===== src/logic/ptor_pkg.sv =====
// Purpose: shared constants and types for the synthesiser test override register bank
// Assumes: APB slave, 32-bit data, one aligned word per register
// Notes:   offsets are byte addresses
package ptor_pkg;

  localparam int          ADDR_W            = 5;
  localparam logic [4:0]  OFF_PUMP_CTRL     = 5'h18;
  localparam logic [4:0]  OFF_OSC_CTRL      = 5'h14;
  localparam logic [4:0]  OFF_BW_FACTOR     = 5'h10;
  localparam logic [4:0]  OFF_OPEN_LOOP     = 5'h0C;
  localparam logic [4:0]  OFF_APPLIED_PUMP  = 5'h08;
  localparam logic [4:0]  OFF_APPLIED_CAL   = 5'h04;
  localparam logic [4:0]  OFF_APPLIED_OSC   = 5'h00;

  localparam int          POS_PROBE_ONE     = 7;
  localparam int          POS_PROBE_TWO     = 6;
  localparam int          POS_PUMP_FORCE    = 5;
  localparam int          POS_PULSE_INHIBIT = 5;
  localparam int          POS_OSC_FORCE     = 4;
  localparam int          POS_BREAK_LOOP    = 4;

  localparam logic [7:0]  MASK_PUMP_CTRL    = 8'hFF;
  localparam logic [7:0]  MASK_OSC_CTRL     = 8'h3F;
  localparam logic [7:0]  MASK_BW_FACTOR    = 8'h3F;
  localparam logic [7:0]  MASK_OPEN_LOOP    = 8'h1F;

  localparam logic [7:0]  RST_PUMP_CTRL     = 8'h10;
  localparam logic [7:0]  RST_OSC_CTRL      = 8'h08;
  localparam logic [7:0]  RST_BW_FACTOR     = 8'h25;
  localparam logic [7:0]  RST_OPEN_LOOP     = 8'h04;

  // values the analogue side reports or calibrates
  typedef struct packed {
    logic [4:0] pumpCurrent;
    logic [3:0] calValue;
    logic [3:0] oscArray;
  } ptor_synth_type;

  // settings handed to the analogue side
  typedef struct packed {
    logic       probeOneSel;
    logic       probeTwoSel;
    logic       pulseInhibit;
    logic       loopOpen;
    logic [5:0] bandwidthFactor;
    logic [4:0] pumpCurrent;
    logic [3:0] oscArray;
    logic [3:0] calValue;
  } ptor_ctrl_type;

endpackage : ptor_pkg


===== src/logic/pll_test_override_regs.sv =====
// Purpose: APB register bank overriding synthesiser calibration for test
// Assumes: single clock core_clk at 10 MHz, calibrated inputs synchronous to it
// Notes:   slave answers with no wait states
//
// Functional notes
// - Probe-one select set routes test point 1 to the pump output pin, clear ties it to ground.
// - Probe-two select set routes test point 2 to the pump output pin, clear ties it to ground.
// - Pump-current force set applies the forced current value, otherwise the calibrated current.
// - The forced pump-current field is five bits and resets to 10000.
// - Pulse inhibit set suppresses up and down pump pulses, clear lets the pump run.
// - Oscillator-array force set applies the four-bit forced array value (reset 1000).
// - A six-bit bandwidth factor resetting to 100101 sets the loop bandwidth.
// - Loop break set opens the loop and applies the four-bit open-loop value (reset 0100).
// - A read-only five-bit field reports the pump current actually applied.
// - A read-only four-bit field reports the calibration value actually applied.
// - A read-only four-bit field reports the oscillator-array value actually applied.
//
// The implementer's own choices: the register addresses and the APB slave port.
`timescale 1ns/1ns
module pll_test_override_regs (
  input  wire logic                     core_clk,
  input  wire logic                     reset_n,
  input  wire logic                     psel,
  input  wire logic                     penable,
  input  wire logic                     pwrite,
  input  wire logic [31:0]              paddr,
  input  wire logic [31:0]              pwdata,
  input  wire logic [3:0]               pstrb,
  output      logic [31:0]              prdata,
  output      logic                     pready,
  output      logic                     pslverr,
  input  wire ptor_pkg::ptor_synth_type calibrated,
  output      ptor_pkg::ptor_ctrl_type  synthCtrl
);

  ////////////////////////////////////////////////////////////////////////////
  logic [7:0] pumpCtrl;
  logic [7:0] oscCtrl;
  logic [7:0] bwFactor;
  logic [7:0] openLoop;
  logic       setupPhase;
  logic       mapped;
  logic       writeLow;
  logic [7:0] next_readByte;

  function automatic logic isMapped(input logic [31:0] addr);
    logic [4:0] off;
    off = addr[4:0];
    isMapped = (addr[31:5] == '0) &&
               (off == ptor_pkg::OFF_PUMP_CTRL || off == ptor_pkg::OFF_OSC_CTRL ||
                off == ptor_pkg::OFF_BW_FACTOR || off == ptor_pkg::OFF_OPEN_LOOP ||
                off == ptor_pkg::OFF_APPLIED_PUMP || off == ptor_pkg::OFF_APPLIED_CAL ||
                off == ptor_pkg::OFF_APPLIED_OSC);
  endfunction : isMapped

  // decode in the setup cycle so the answer is ready when the access phase opens
  assign setupPhase = psel && !penable;
  assign mapped     = isMapped(paddr);
  // only the low byte lane carries register bits
  assign writeLow   = setupPhase && pwrite && mapped && pstrb[0];

  ////////////////////////////////////////////////////////////////////////////
  // control registers; writes land at the setup edge, master holds them through access
  always_ff @(posedge core_clk or negedge reset_n) begin
    if (!reset_n) begin
      pumpCtrl <= ptor_pkg::RST_PUMP_CTRL;
      oscCtrl  <= ptor_pkg::RST_OSC_CTRL;
      bwFactor <= ptor_pkg::RST_BW_FACTOR;
      openLoop <= ptor_pkg::RST_OPEN_LOOP;
    end else if (writeLow) begin
      case (paddr[4:0])
        ptor_pkg::OFF_PUMP_CTRL: begin
          pumpCtrl <= pwdata[7:0] & ptor_pkg::MASK_PUMP_CTRL;
        end
        ptor_pkg::OFF_OSC_CTRL: begin
          oscCtrl <= pwdata[7:0] & ptor_pkg::MASK_OSC_CTRL;
        end
        ptor_pkg::OFF_BW_FACTOR: begin
          bwFactor <= pwdata[7:0] & ptor_pkg::MASK_BW_FACTOR;
        end
        ptor_pkg::OFF_OPEN_LOOP: begin
          openLoop <= pwdata[7:0] & ptor_pkg::MASK_OPEN_LOOP;
        end
        default: begin
          pumpCtrl <= pumpCtrl;
        end
      endcase
    end
  end

  ////////////////////////////////////////////////////////////////////////////
  ptor_apply_mux u_apply (
    .core_clk   (core_clk),
    .reset_n    (reset_n),
    .pumpCtrl   (pumpCtrl),
    .oscCtrl    (oscCtrl),
    .bwFactor   (bwFactor),
    .openLoop   (openLoop),
    .calibrated (calibrated),
    .applied    (synthCtrl)
  );

  ////////////////////////////////////////////////////////////////////////////
  // status reads show the value driven to the synthesiser at that moment
  always_comb begin
    case (paddr[4:0])
      ptor_pkg::OFF_PUMP_CTRL:    next_readByte = pumpCtrl;
      ptor_pkg::OFF_OSC_CTRL:     next_readByte = oscCtrl;
      ptor_pkg::OFF_BW_FACTOR:    next_readByte = bwFactor;
      ptor_pkg::OFF_OPEN_LOOP:    next_readByte = openLoop;
      ptor_pkg::OFF_APPLIED_PUMP: next_readByte = {3'h0, synthCtrl.pumpCurrent};
      ptor_pkg::OFF_APPLIED_CAL:  next_readByte = {4'h0, synthCtrl.calValue};
      ptor_pkg::OFF_APPLIED_OSC:  next_readByte = {4'h0, synthCtrl.oscArray};
      default:                    next_readByte = 8'h00;
    endcase
  end

  always_ff @(posedge core_clk or negedge reset_n) begin
    if (!reset_n) begin
      prdata <= 32'h0000_0000;
    end else if (setupPhase && !pwrite && mapped) begin
      prdata <= {24'h00_0000, next_readByte};
    end else if (setupPhase) begin
      prdata <= 32'h0000_0000;
    end
  end

  // one access-phase cycle: pready rises for the single access cycle only
  always_ff @(posedge core_clk or negedge reset_n) begin
    if (!reset_n) begin
      pready  <= 1'b0;
      pslverr <= 1'b0;
    end else begin
      pready  <= setupPhase;
      pslverr <= setupPhase && !mapped;
    end
  end

endmodule : pll_test_override_regs


===== src/logic/ptor_apply_mux.sv =====
// Purpose: chooses between calibrated and forced synthesiser values
// Assumes: all inputs on core_clk
// Notes:   outputs registered so the top drives from flip-flops
`timescale 1ns/1ns
module ptor_apply_mux (
  input  wire logic                    core_clk,
  input  wire logic                    reset_n,
  input  wire logic [7:0]              pumpCtrl,
  input  wire logic [7:0]              oscCtrl,
  input  wire logic [7:0]              bwFactor,
  input  wire logic [7:0]              openLoop,
  input  wire ptor_pkg::ptor_synth_type calibrated,
  output      ptor_pkg::ptor_ctrl_type  applied
);

  ptor_pkg::ptor_ctrl_type next_applied;

  always_comb begin
    next_applied.probeOneSel     = pumpCtrl[ptor_pkg::POS_PROBE_ONE];
    next_applied.probeTwoSel     = pumpCtrl[ptor_pkg::POS_PROBE_TWO];
    next_applied.pulseInhibit    = oscCtrl[ptor_pkg::POS_PULSE_INHIBIT];
    next_applied.loopOpen        = openLoop[ptor_pkg::POS_BREAK_LOOP];
    next_applied.bandwidthFactor = bwFactor[5:0];
    next_applied.pumpCurrent     = pumpCtrl[ptor_pkg::POS_PUMP_FORCE] ? pumpCtrl[4:0]
                                                                       : calibrated.pumpCurrent;
    next_applied.oscArray        = oscCtrl[ptor_pkg::POS_OSC_FORCE] ? oscCtrl[3:0]
                                                                     : calibrated.oscArray;
    // the open-loop converter value only takes over while the loop is broken
    next_applied.calValue        = openLoop[ptor_pkg::POS_BREAK_LOOP] ? openLoop[3:0]
                                                                       : calibrated.calValue;
  end

  always_ff @(posedge core_clk or negedge reset_n) begin
    if (!reset_n) begin
      applied <= '0;
    end else begin
      applied <= next_applied;
    end
  end

endmodule : ptor_apply_mux


===== config.mk =====
export PLATFORM = sky130hd
export DESIGN_NAME = pll_test_override_regs
export DESIGN_NICKNAME = d
export VERILOG_FILES = /design/src/logic/ptor_pkg.sv /design/src/logic/pll_test_override_regs.sv /design/src/logic/ptor_apply_mux.sv
export SDC_FILE = /design/constraint.sdc
export NUM_CORES = 1
export LEC_CHECK = 0
export BUFFER_PORTS_ARGS = -buffer_cell sky130_fd_sc_hd__buf_2
export CAP_MARGIN = 10
export CELL_PAD_IN_SITES_DETAIL_PLACEMENT = 1
export CELL_PAD_IN_SITES_GLOBAL_PLACEMENT = 2
export CORE_MARGIN = 2
export CORE_UTILIZATION = 29
export CTS_CLUSTER_SIZE = 28
export DETAILED_ROUTE_END_ITERATION = 12
export MAX_ROUTING_LAYER = met4
export PLACE_DENSITY = 0.82
export REMOVE_ABC_BUFFERS = 1
export SLEW_MARGIN = 40
export SYNTH_ARGS = -nofsm -noshare
export SYNTH_HDL_FRONTEND = slang
export SYNTH_SLANG_ARGS = --single-unit

===== constraint.sdc =====
create_clock -name core_clk -period 2.05 [get_ports core_clk]
set_input_delay 0.41 -clock core_clk [delete_from_list [all_inputs] [get_ports core_clk]]
set_output_delay 0.41 -clock core_clk [all_outputs]
set_load 0.02 [all_outputs]

# --- After elaboration in Yosys (flattened, before gate mapping) ---
# Cells that the tools add are included.
totals:
  ff_bits: 82
  in_bits: 86
  out_inout_bits: 57
  word_cells: 51
op_classes:
  n_eq_ne: 6
  mux: 6
  reduce_logical: 24
ops:
  columns: ["op", "n"]
  rows:
  - ["2-to-1 mux 32 bit", 2]
  - ["case mux 8 bit (7 select lines)", 1]
  - ["logical NOT 27 bit", 1]
  - ["== test 5 bit, second input constant", 3]
  - ["== test 5 x 4 -> 1 bit, second input constant", 2]
  - ["logical AND 1 bit", 8]
  - ["2-to-1 mux 4 bit", 2]
  - ["AND reduction 2 bit", 4]
  - ["logical OR 1 bit", 6]
  - ["== test 5 x 3 -> 1 bit, second input constant", 1]
  - ["logical NOT 5 bit", 1]
  - ["2-to-1 mux 5 bit", 1]
  - ["logical NOT 1 bit", 3]
  - ["nonzero test 2 bit", 1]

# --- Longest topological paths before layout ---
# Gate-level depths: netlist of run 1.
logic_depth:
  ltp_word: 11
  ltp_mapped: 6
  depth_no_buf: 6

# --- By module ---
# A second synthesis of run 1 with hierarchy kept.
hier_totals:
  hier_cells: 203
  area_unflattened_um2: 2740.1
by_module_without_submodules:
  columns: ["module", "n_inst", "cells_per_inst", "area_per_inst_um2", "seq_area_each_um2"]
  rows:
  - ["pll_test_override_regs", 1, 167, 2018.2, 883.3]
  - ["ptor_apply_mux", 1, 36, 721.9, 575.6]

# --- Worst setup path after synthesis of run 1 ---
# Ideal clock, no wire load.
synth_timing:
  path_type: "input to register"
  startpoint: "input paddr[27]"
  endpoint: "register oscCtrl[0]"
  setup_time_ns: 0.125
  arrival_ns: 1.766
  required_ns: 1.925
  path_slack_ns: 0.160
  path_stages: 5
  path_buffers: 0
  cell_sequence: "nor4_1 > nand4_1 > nor4_4 > nand2_1 > mux2_2"
synth_between:
  elab_chain_cells: 5
synth_rtl:
  columns: ["element", "line", "text"]
  rows:
  - ["start: declaration", "pll_test_override_regs.sv:26", "input wire logic [31:0] paddr,"]
  - ["logical NOT 27 bit", "pll_test_override_regs.sv:49", "isMapped = (addr[31:5] == '0) &&"]
  - ["logical AND 1 bit", "pll_test_override_regs.sv:49", null]
  - ["logical AND 1 bit (2 in series)", "pll_test_override_regs.sv:60", "assign writeLow = setupPhase && pwrite && mapped && pstrb[0];"]
  - ["AND reduction 2 bit (no source line)", null, null]
  - ["end signal: assignment", "pll_test_override_regs.sv:67", "oscCtrl <= ptor_pkg::RST_OSC_CTRL;"]
  - ["end signal: assignment", "pll_test_override_regs.sv:76", "oscCtrl <= pwdata[7:0] & ptor_pkg::MASK_OSC_CTRL;"]
  - ["end: declaration", "pll_test_override_regs.sv:38", "logic [7:0] oscCtrl;"]
# Every way passes these cells.
# A chain may end at the register's enable or synchronous reset.

# --- Worst setup path in the final report of run 1 ---
layout_timing:
  startpoint: "input paddr[19]"
  endpoint: "register bwFactor[3]"
layout_between:
  elab_chain_cells: 5
layout_rtl:
  columns: ["element", "line", "text"]
  rows:
  - ["logical NOT 27 bit", "pll_test_override_regs.sv:49", null]
  - ["logical AND 1 bit", "pll_test_override_regs.sv:49", null]
  - ["logical AND 1 bit (2 in series)", "pll_test_override_regs.sv:60", null]
  - ["AND reduction 2 bit (no source line)", null, null]
  - ["end signal: assignment", "pll_test_override_regs.sv:68", "bwFactor <= ptor_pkg::RST_BW_FACTOR;"]
  - ["end signal: assignment", "pll_test_override_regs.sv:79", "bwFactor <= pwdata[7:0] & ptor_pkg::MASK_BW_FACTOR;"]
  - ["end: declaration", "pll_test_override_regs.sv:39", "logic [7:0] bwFactor;"]
# Every way passes these cells.

==> results of run 1 <==
## sequential cells by signal, summed over array words and instances (netlist names)
register	flops
bwFactor	6
openLoop	5
oscCtrl	6
prdata	8
pready	1
pslverr	1
pumpCtrl	8
u_apply.applied	23
## cells in the final DEF, fill, tap and decap left out
master / netlist / routed
o211ai_1: 1 / 1
dfstp_2: 6 / 6
inv_1: 1 / 1
nor4_4: 1 / 1
nor4b_1: 1 / 1
or4b_2: 1 / 1
clkinv_2: 0 / 2
nand2_2: 2 / 2
or4_1: 1 / 1
nor2b_1: 2 / 2
clkinvlp_4: 0 / 2
nand4_1: 2 / 2
a21oi_1: 6 / 6
mux2i_1: 6 / 6
a32o_1: 2 / 2
buf_4: 26 / 17
nand2b_1: 2 / 2
conb_1: 1 / 24
a22o_1: 8 / 8
a221o_1: 1 / 1
mux2_2: 38 / 38
o21ai_0: 2 / 2
nor2_1: 4 / 4
nor3_1: 2 / 2
nor4_1: 8 / 8
buf_2: 0 / 91
nand3_1: 4 / 4
a22oi_1: 3 / 3
a221oi_1: 2 / 2
clkbuf_8: 0 / 12
o22ai_1: 2 / 2
dfrtp_1: 52 / 52
nand2_1: 13 / 13
nor4b_2: 2 / 2
nor4_2: 1 / 1
buf_12: 0 / 1
## cell type report
class                   count  area [sq um]
fillers                   982          5350
repair buffers            109           603
well taps                 108           135
multi-input cells         141          1060
inverters                   1          3.75
clock buffers              12           165
flip-flops and latches     58          1460
clock inverters             4          25.0
## critical path, stage by stage
cell	delay [ns]
buf_2	0.10
nor4_1	0.32
nand3_1	0.20
nor4_4	0.46
nand2_2	0.25
mux2_2	0.33
## stage by stage
stage                     hold slack [ns]  utilization, %  area, sq um  setup WS (ns)
after floorplan                     0.114               -         2520          0.160
after global placement              0.392            37.1         3260         -0.116
after detailed placement            0.397            37.1         3260         -0.168
after CTS                          0.0253            39.2         3450          0.190
after global routing               0.0454            39.2         3450         0.0580
final                              0.0199            39.2         3450          0.208
## routing by layer
layer / routed length (microns) / up-vias / part of all wire, %
li1: - / 936 / -
met1: 3170 / 1017 / 43
met2: 3550 / 96 / 48
met3: 495 / 17 / 6.7
met4: 148 / 0 / 2.0
met5: 0 / - / 0
## cell families after synthesis
family	Yosys count	synth area share, %
compound gates	27	7.54
buf+inv	31	8.34
mux	44	18.4
simple gates	46	10.7
flops	58	54.9
other cells	1	0.141
## power breakdown
group / leakage (nW) / switching [W] / internal, W
combinational: 0.920 / 0.000149 / 0.0000864
clock: 0.0944 / 0.000459 / 0.000532
sequential: 0.756 / 0.00000987 / 0.00116
total: 1.77 / 0.000617 / 0.00178
## how the worst max path moves through the flow
stage | slack [ns] | end | from | cells after the start
floorplan | 0.16 | oscCtrl[0] | paddr[27] | 5
global placement | -0.12 | bwFactor[4] | paddr[19] | 6
detailed placement | -0.17 | bwFactor[3] | paddr[6] | 6
CTS | 0.19 | bwFactor[3] | paddr[6] | 6
global route | 0.06 | bwFactor[3] | paddr[19] | 6
finish | 0.21 | bwFactor[3] | paddr[19] | 6
==> impl_results.md, run 1 <==
* Synth area leader: dfrtp_1
* Die Width at 99.7 microns
* Total CTS buffers at 9
* Post-DP HPWL at around 5.7 mm
* Clk_lat worst skew at 0.34 ns
* Post-CTS Setup Inserts at 0
* Core area at 8810 sq um
* Maximum clock path buffer count at 2
* Reg2Reg Setup Slack at 0.74 ns
* GPL Wtd Cong at 0.792
* Setup TNS at 0 ns
* Number of flops mapped to enable cells by yosys at 0
* DR iter-0 viols at 151
* Async S/R FF share, synth at 100%
* Leakage at 1.77 nW
* Die area at 9940 sq um
* WL/cell at 17.0 microns
* Synth top area cells: dfrtp_1 49%, mux2_2 16%, buf_4 7.3%
* Peak supply drop at approximately 0.3 mV
* Drt pass-1 iters at 4
* Synthesis Warnings at 0
* # rows at 34
* Post-synth top cells: 52 x dfrtp_1, 38 x mux2_2, 26 x buf_4
* Reg2Reg Depth at 4
* Critical path class: in2reg
* IO Port Bufs at 91
* Vias at 2066
* Diode count at 0
* Synth Register Bits at 58
* Initial cell density of the core at a little under a third
* Vias per cell at roughly 4.8
* DR DRC count at 0
* Yosys cell types at 33
* Clock skew at 0.00827 ns
* Pwr/cell area at 694 nW/um^2
* CP Launch Type: input port
* Met3 usage at under 10%
* Endpoints failing hold at 0
* Global-route wire length before repair at between 10 and 15 mm
* Placed insts at between 400 and 500
* Layout net count at between 400 and 500
* Max Fclk at 543 MHz
* Resize count post-CTS at 0
* Clock transition at path regs at 0.07 ns
* TritonCTS clock tree: built
* Antenna Violating Nets Remaining at 0
* M2 GR Usage at 25.8%
* Final setup violation count at 0
* Grt total ovfl at 0
* Clock sink total at 58
* Post-synthesis cell area at between 2000 and 3000 sq um
* Total GRT Usage at roughly 16%
* Final Critical Period at 1.84 ns
* Pins over their slew limit at 0
* RR Startpoint: openLoop[4]
* CP Max Fanout at 6
* Pin count of the biggest net entering global routing at 40
* Worst Hold Class: in2async
* Fin cells at 433
* Busiest grt layer: met2
* H-Tree Depth at 3
* Required @ worst endpoint at 2.27 ns
* Cell count after synthesis at 207
* # IOs at 143
* RSZ-0062 raised after global routing: false
* Hold Buf Count CTS at 0
* Max Cap Viol at 0
* Seq/Total Area, Yosys at 54.9%
* Initial antenna violation count at 0
* Share of the synthesized area in the top cell type at 49.0%
* Root Buffer: clkbuf_8
* Grt met1 use at 18.6%
* Worst setup EP type: flip-flop
* Routed WL at about 7.4 mm
* Synth-to-layout area growth at 30.0%
* Final Power at 0.00240 W
* Primary FF master, synth: dfrtp_1
* Vias in the first global route at 2220
* FF-to-FF End: prdata[4]
* Most frequent cell after synthesis: dfrtp_1
* Status: finished clean
* Fin crit share at 89.9%
* Die height at 99.7 microns
* Critical Path AT at 2.06 ns
* Synth Area per Inst at about 13 sq um
* Layout cells sized above 1 at 54.2%
Note: power is estimated with default switching activity, not from simulation.
==> run 2: changes to the inputs <==
--- a/config.mk
+++ b/config.mk
@@ -10,11 +10,12 @@
 export CELL_PAD_IN_SITES_DETAIL_PLACEMENT = 1
 export CELL_PAD_IN_SITES_GLOBAL_PLACEMENT = 2
 export CORE_MARGIN = 2
-export CORE_UTILIZATION = 29
+export CORE_UTILIZATION = 30
+export CTS_BUF_LIST = sky130_fd_sc_hd__clkbuf_8
 export CTS_CLUSTER_SIZE = 28
 export DETAILED_ROUTE_END_ITERATION = 12
 export MAX_ROUTING_LAYER = met4
-export PLACE_DENSITY = 0.82
+export PLACE_DENSITY = 0.85
 export REMOVE_ABC_BUFFERS = 1
 export SLEW_MARGIN = 40
 export SYNTH_ARGS = -nofsm -noshare
==> run 2 against run 1 <==
Count of clock-buffer cells in the layout decreased by 2. Largest cell class unchanged. Core utilization up 0.90 points. Register-to-register slack improved by 0.02 ns. Hold slack improved by 0.014 ns. Cell area increased by 0.33%. Critical path depth up 2. Final cell count grew 1.2%. Maximum frequency shrank 2.5%. Sequential cell count did not move.
==> impl_results.md, run 2 (synthesized netlist as in run 1, its figures left out) <==
* Grt met1 use at between 10% and 20%
* Vias at 2027
* Resize count post-CTS at 0
* Critical path class: in2reg
* Synth-to-layout area growth at 30.4%
* IO Port Bufs at 91
* Finished Core Util at approximately 40%
* Post-CTS Setup Inserts at 0
* Worst setup EP type: flip-flop
* Met3 usage at 4.80%
* Total CTS buffers at 9
* Slew at the pin closest to its max-slew limit at 0.514 ns
* Pins over their slew limit at 0
* Pint at 0.00170 W
* GPL Wtd Cong at 0.792
* RSZ-0062 raised after global routing: false
* Largest registers: u_apply.applied: 23 flops, prdata: 8 flops, pumpCtrl: 8 flops
* DR iter-0 viols at 57
* Status: finished clean
* Clk_lat worst skew at 0.34 ns
* M2 GR Usage at 25.7%
* Grt total ovfl at 0
* TritonCTS clock tree: built
* Reg2Reg Setup Slack at between 0.7 and 0.8 ns
* Critical Path AT at ~2.1 ns
* Clock share of power at between 30% and 40%
* Required @ worst endpoint at 2.27 ns
* Antenna Violating Nets Remaining at 0
* Hold Buf Count CTS at 0
* Root Buffer: clkbuf_8
* # rows at 34
* Initial cell density of the core at between 30% and 40%
* Max reg flops at 23
* Pin count of the biggest net entering global routing at 26
* # IOs at 143
* WL/cell at 16.1 microns
* Global-route wire length before repair at between 10 and 15 mm
* NetSw at 0.000588 W
* Top reg by flops: u_apply.applied
* Leakage at 1.80 nW
* Fin crit share at 92.1%
* Most frequent cells in the layout: 91 x buf_2, 52 x dfrtp_1, 38 x mux2_2
* Initial antenna violation count at 0
* H-Tree Depth at 3
* FF-to-FF End: prdata[4]
* RR Startpoint: openLoop[4]
* Pwr/cell area at 661 nW/um^2
* Area occupied by multi-input gates at 1060 sq um
* Worst Hold Class: in2async
* Diode count at 0
* Clock skew at 0.00699 ns
* Peak supply drop at 0.268 mV
* Drt pass-1 iters at 4
* Busiest grt layer: met2
* Final Critical Period at 1.89 ns
* Slowest-stage cell, CP: nor4_1
* CP most frequent cell: buf_4
* DR DRC count at 0
* Layout net count at around 410
* Total GRT Usage at ~16%
* Die height at ~98 microns
* Maximum clock path buffer count at 2
* Switching portion of total power at 25.7%
* Die Width at approximately 98 microns
* Post-DP HPWL at between 5 and 6 mm
* Core area at 8640 sq um
* Reg2Reg Depth at 4
* Final setup violation count at 0
* CP Launch Type: input port
* Seq. cell area at between 1000 and 1500 sq um
* Max Fclk at approximately 530 MHz
* Routed WL at 7.05 mm
* Sequential Power Share at 51.1%
* CP Capture Point: oscCtrl[2]
* CP startpoint: paddr[19]
* Vias per cell at between 4 and 5
* Clock transition at path regs at 0.07 ns
* Die area at 9620 sq um
* Endpoints failing hold at 0
* CP Max Fanout at 4
* Most common cell after layout, fill and taps aside: buf_2
* Max Cap Viol at 0
* Largest stage delay on the critical path at between 0.3 and 0.4 ns
* Crit path cell chain: buf_2 -> nor4_1 -> nand3_1 -> nor4_4 -> buf_4 -> nand2_1 -> buf_4 -> mux2_2
* Rel. slew slack at 65.7%
* Clock sink total at slightly below 60
* Layout cells sized above 1 at 53.9%
* Vias in the first global route at 2113
* Setup TNS at 0 ns
* Fill count at just under 1000
* Comb pwr share at between 10% and 20%
[run 2: cell count changes in the layout (fill, tap and decap cells not counted), sizes merged]
cell,before,now
buf,109,114
inv,1,4
clkinvlp,2,0
clkbuf,12,10
clkinv,2,3
[run 2: cell type report]
| type | count | share of cell area, % |
|---|---|---|
| inverter | 1 | 0.108 |
| multi-input combinational | 141 | 30.7 |
| tap | 108 | 3.90 |
| clock buffer | 10 | 3.97 |
| sequential | 58 | 42.1 |
| clock inverter | 6 | 0.758 |
| timing repair buffer | 114 | 18.5 |
[run 2: worst max-delay path: cells and delay by family]
family / cells / cell delay, ns
buf+inv: 3 / 0.47
simple gates: 4 / 0.96
mux: 1 / 0.26
[run 2: worst min path at each step]
| stage | startpoint | end | slack (ns) | depth (start not counted) |
|---|---|---|---|---|
| global route | reset_n | pumpCtrl[7] | 0.06 | 1 |
| detailed placement | oscCtrl[5] | u_apply.applied[20] | 0.40 | 0 |
| global placement | bwFactor[1] | u_apply.applied[14] | 0.39 | 0 |
| CTS | reset_n | u_apply.applied[21] | 0.04 | 1 |
| floorplan | reset_n | bwFactor[1] | 0.11 | 0 |
| finish | reset_n | u_apply.applied[22] | 0.03 | 1 |
[run 2: metal layers]
metal	routed length, microns	share of wire [%]
met1	2940	42
met2	3530	50
met3	495	7.0
met4	93	1.3
met5	0	0
[run 2: metrics by stage]
step	power [W]	setup slack, ns	instances	hold slack, ns	cell area, sq um
6_report	0.00229	0.161	438	0.0334	3460
5_1_grt	0.00239	0.0925	438	0.0645	3460
4_1_cts	0.00233	0.149	438	0.0387	3460
3_5_place_dp	0.00143	-0.207	422	0.398	3300
3_3_place_gp	0.00143	-0.166	422	0.393	3300
2_1_floorplan	0.00129	0.160	200	0.114	2520
[run 2: power groups by stage]
stage	logic (W)	clock network (W)	registers [W]
global placement	0.000235	0	0.00119
CTS	0.000240	0.000915	0.00117
global route	0.000260	0.000961	0.00117
detailed placement	0.000239	0	0.00119
finish	0.000236	0.000883	0.00117
floorplan	0.0000783	0	0.00121
==> run 3: changes to the inputs <==
--- a/config.mk
+++ b/config.mk
@@ -15,7 +15,7 @@
 export CTS_CLUSTER_SIZE = 28
 export DETAILED_ROUTE_END_ITERATION = 12
 export MAX_ROUTING_LAYER = met4
-export PLACE_DENSITY = 0.85
+export PLACE_DENSITY = 0.95
 export REMOVE_ABC_BUFFERS = 1
 export SLEW_MARGIN = 40
 export SYNTH_ARGS = -nofsm -noshare
==> run 3 against run 2 <==
Sequential cell count unchanged. Sequential share of layout area down 0.78 points. Critical endpoint is now oscCtrl[5]. Non-clock buffer count grew 1. Total power increased by 12%. Critical path depth did not move. Hold slack better by 0.27 ns. Largest cell class unchanged. Highest routed layer unchanged. Maximum frequency rose by 1.7%. Sequential power barely moved.
==> impl_results.md, run 3 (synthesized netlist as in run 1, its figures left out) <==
* Endpoints failing hold at 0
* Required @ worst endpoint at approximately 2.3 ns
* Critical path class: in2reg
* TritonCTS clock tree: built
* Worst Hold Class: in2reg
* IO Port Bufs at 91
* Max reg flops at 23
* Worst setup EP type: flip-flop
* Die area at 9620 sq um
* Placed insts at between 400 and 500
* Critical Path AT at roughly 2.1 ns
* DR iter-0 viols at 29
* Layout net count at 412
* Diode count at 0
* GPL Wtd Cong at 0.808
* Total GRT Usage at 16.1%
* CP Max Fanout at 4
* Fill count at between 900 and 1000
* Final Critical Period at 1.86 ns
* CP Capture Point: oscCtrl[5]
* Top reg by flops: u_apply.applied
* Vias per cell at 4.72
* Initial cell density of the core at 30.8%
* Root Buffer: clkbuf_8
* Most frequent cells in the layout: 91 x buf_2, 52 x dfrtp_1, 38 x mux2_2
* Die Width at 98.1 microns
* # IOs at around 140
* DR DRC count at 0
* Total CTS buffers at 9
* Final setup violation count at 0
* Max Fclk at 538 MHz
* WL/cell at 16.8 microns
* Clock sink total at 58
* Core area at 8640 sq um
* Post-DP HPWL at 5.80 mm
* Pin count of the biggest net entering global routing at 28
* Status: finished clean
* # rows at 34
* Post-place setup slack at -0.182 ns
* Vias in the first global route at 2231
* Final worst slack at 0.192 ns
* Clock skew at 0.00676 ns
* Clock transition at path regs at 0.07 ns
* RR Startpoint: openLoop[4]
* Die height at 98.1 microns
* WHS at between 0.2 and 0.3 ns
* RSZ-0062 raised after global routing: false
* Pwr/cell area at between 700 and 800 nW/um^2
* Max Cap Viol at 0
* Fin crit share at 90.6%
* Seq. cell area at 1460 sq um
* Reg2Reg Setup Slack at 0.76 ns
* Most common cell after layout, fill and taps aside: buf_2
* Global-route wire length before repair at 11.5 mm
* Setup TNS at 0 ns
* Largest registers: u_apply.applied: 23 flops, prdata: 8 flops, pumpCtrl: 8 flops
* Grt total ovfl at 0
* Maximum clock path buffer count at 2
* Initial antenna violation count at 0
* FF-to-FF End: prdata[4]
* Antenna Violating Nets Remaining at 0
* Routed WL at roughly 7.4 mm
* Fin cells at 439
* Leakage at around 1.8 nW
* Clk_lat worst skew at 0.34 ns
* Reg2Reg Depth at 4
* CP Launch Type: input port
* Area occupied by multi-input gates at 1060 sq um
* CP startpoint: paddr[19]
* H-Tree Depth at 3
* Synth-to-layout area growth at 32.9%
* Drt pass-1 iters at 4
* Vias at between 2000 and 2500
* Peak supply drop at 0.371 mV
* Post-CTS Setup Inserts at 0
* Pins over their slew limit at 0
* Layout cells sized above 1 at about 54%
[run 3: worst min-delay path by stage]
stage / startpoint / slack [ns] / cells after the start / to
3_5_place_dp: reset_n / 0.34 / 1 / u_apply.applied[19]
4_1_cts: calibrated[2] / 0.29 / 2 / u_apply.applied[6]
2_1_floorplan: reset_n / 0.11 / 0 / bwFactor[1]
3_3_place_gp: reset_n / 0.33 / 1 / u_apply.applied[19]
6_report: pwdata[7] / 0.30 / 2 / pumpCtrl[7]
5_1_grt: pwdata[6] / 0.30 / 2 / pumpCtrl[6]
[run 3: final cells by class]
type                            instances  area share [%]
Clock inverter                          6            2.30
Clock buffer                           10            3.90
Multi-Input combinational cell        141            30.1
Inverter                                1           0.106
Sequential cell                        58            41.3
Timing Repair Buffer                  115            18.4
Tap cell                              108            3.83
[run 3: through the flow]
stage	total power, W	area [sq um]	util [%]
final	0.00257	3530	40.9
after global routing	0.00268	3530	40.9
after CTS	0.00261	3530	40.9
after detailed placement	0.00143	3300	38.2
after global placement	0.00143	3300	38.2
after floorplan	0.00129	2520	-
[run 3: what timing repair did]
action,in CTS,in global routing
hold buffers,1,0
endpoints found under the hold margin,12,0
resized for setup,0,0
[run 3: worst max-delay path: stages]
cell	delay, ns
buf_2	0.10
nor4_1	0.33
nand3_1	0.21
nor4_4	0.31
buf_4	0.18
nand2_1	0.08
buf_4	0.19
mux2_2	0.27
[run 3: per-layer routing]
| metal | up-vias | part of all wire (%) | GRT usage (%) |
|---|---|---|---|
| met1 | 1015 | 40 | 18.3 |
| met2 | 95 | 52 | 27.7 |
| met4 | 0 | 1.3 | 4.81 |
| li1 | 952 | - | - |
| met3 | 11 | 6.7 | 4.37 |
| met5 | - | 0 | - |
[run 3: power breakdown]
group / internal [W] / total [W] / switching (W)
Clock: 0.000708 / 0.00116 / 0.000455
Sequential: 0.00116 / 0.00117 / 0.00000987
Combinational: 0.0000907 / 0.000241 / 0.000150
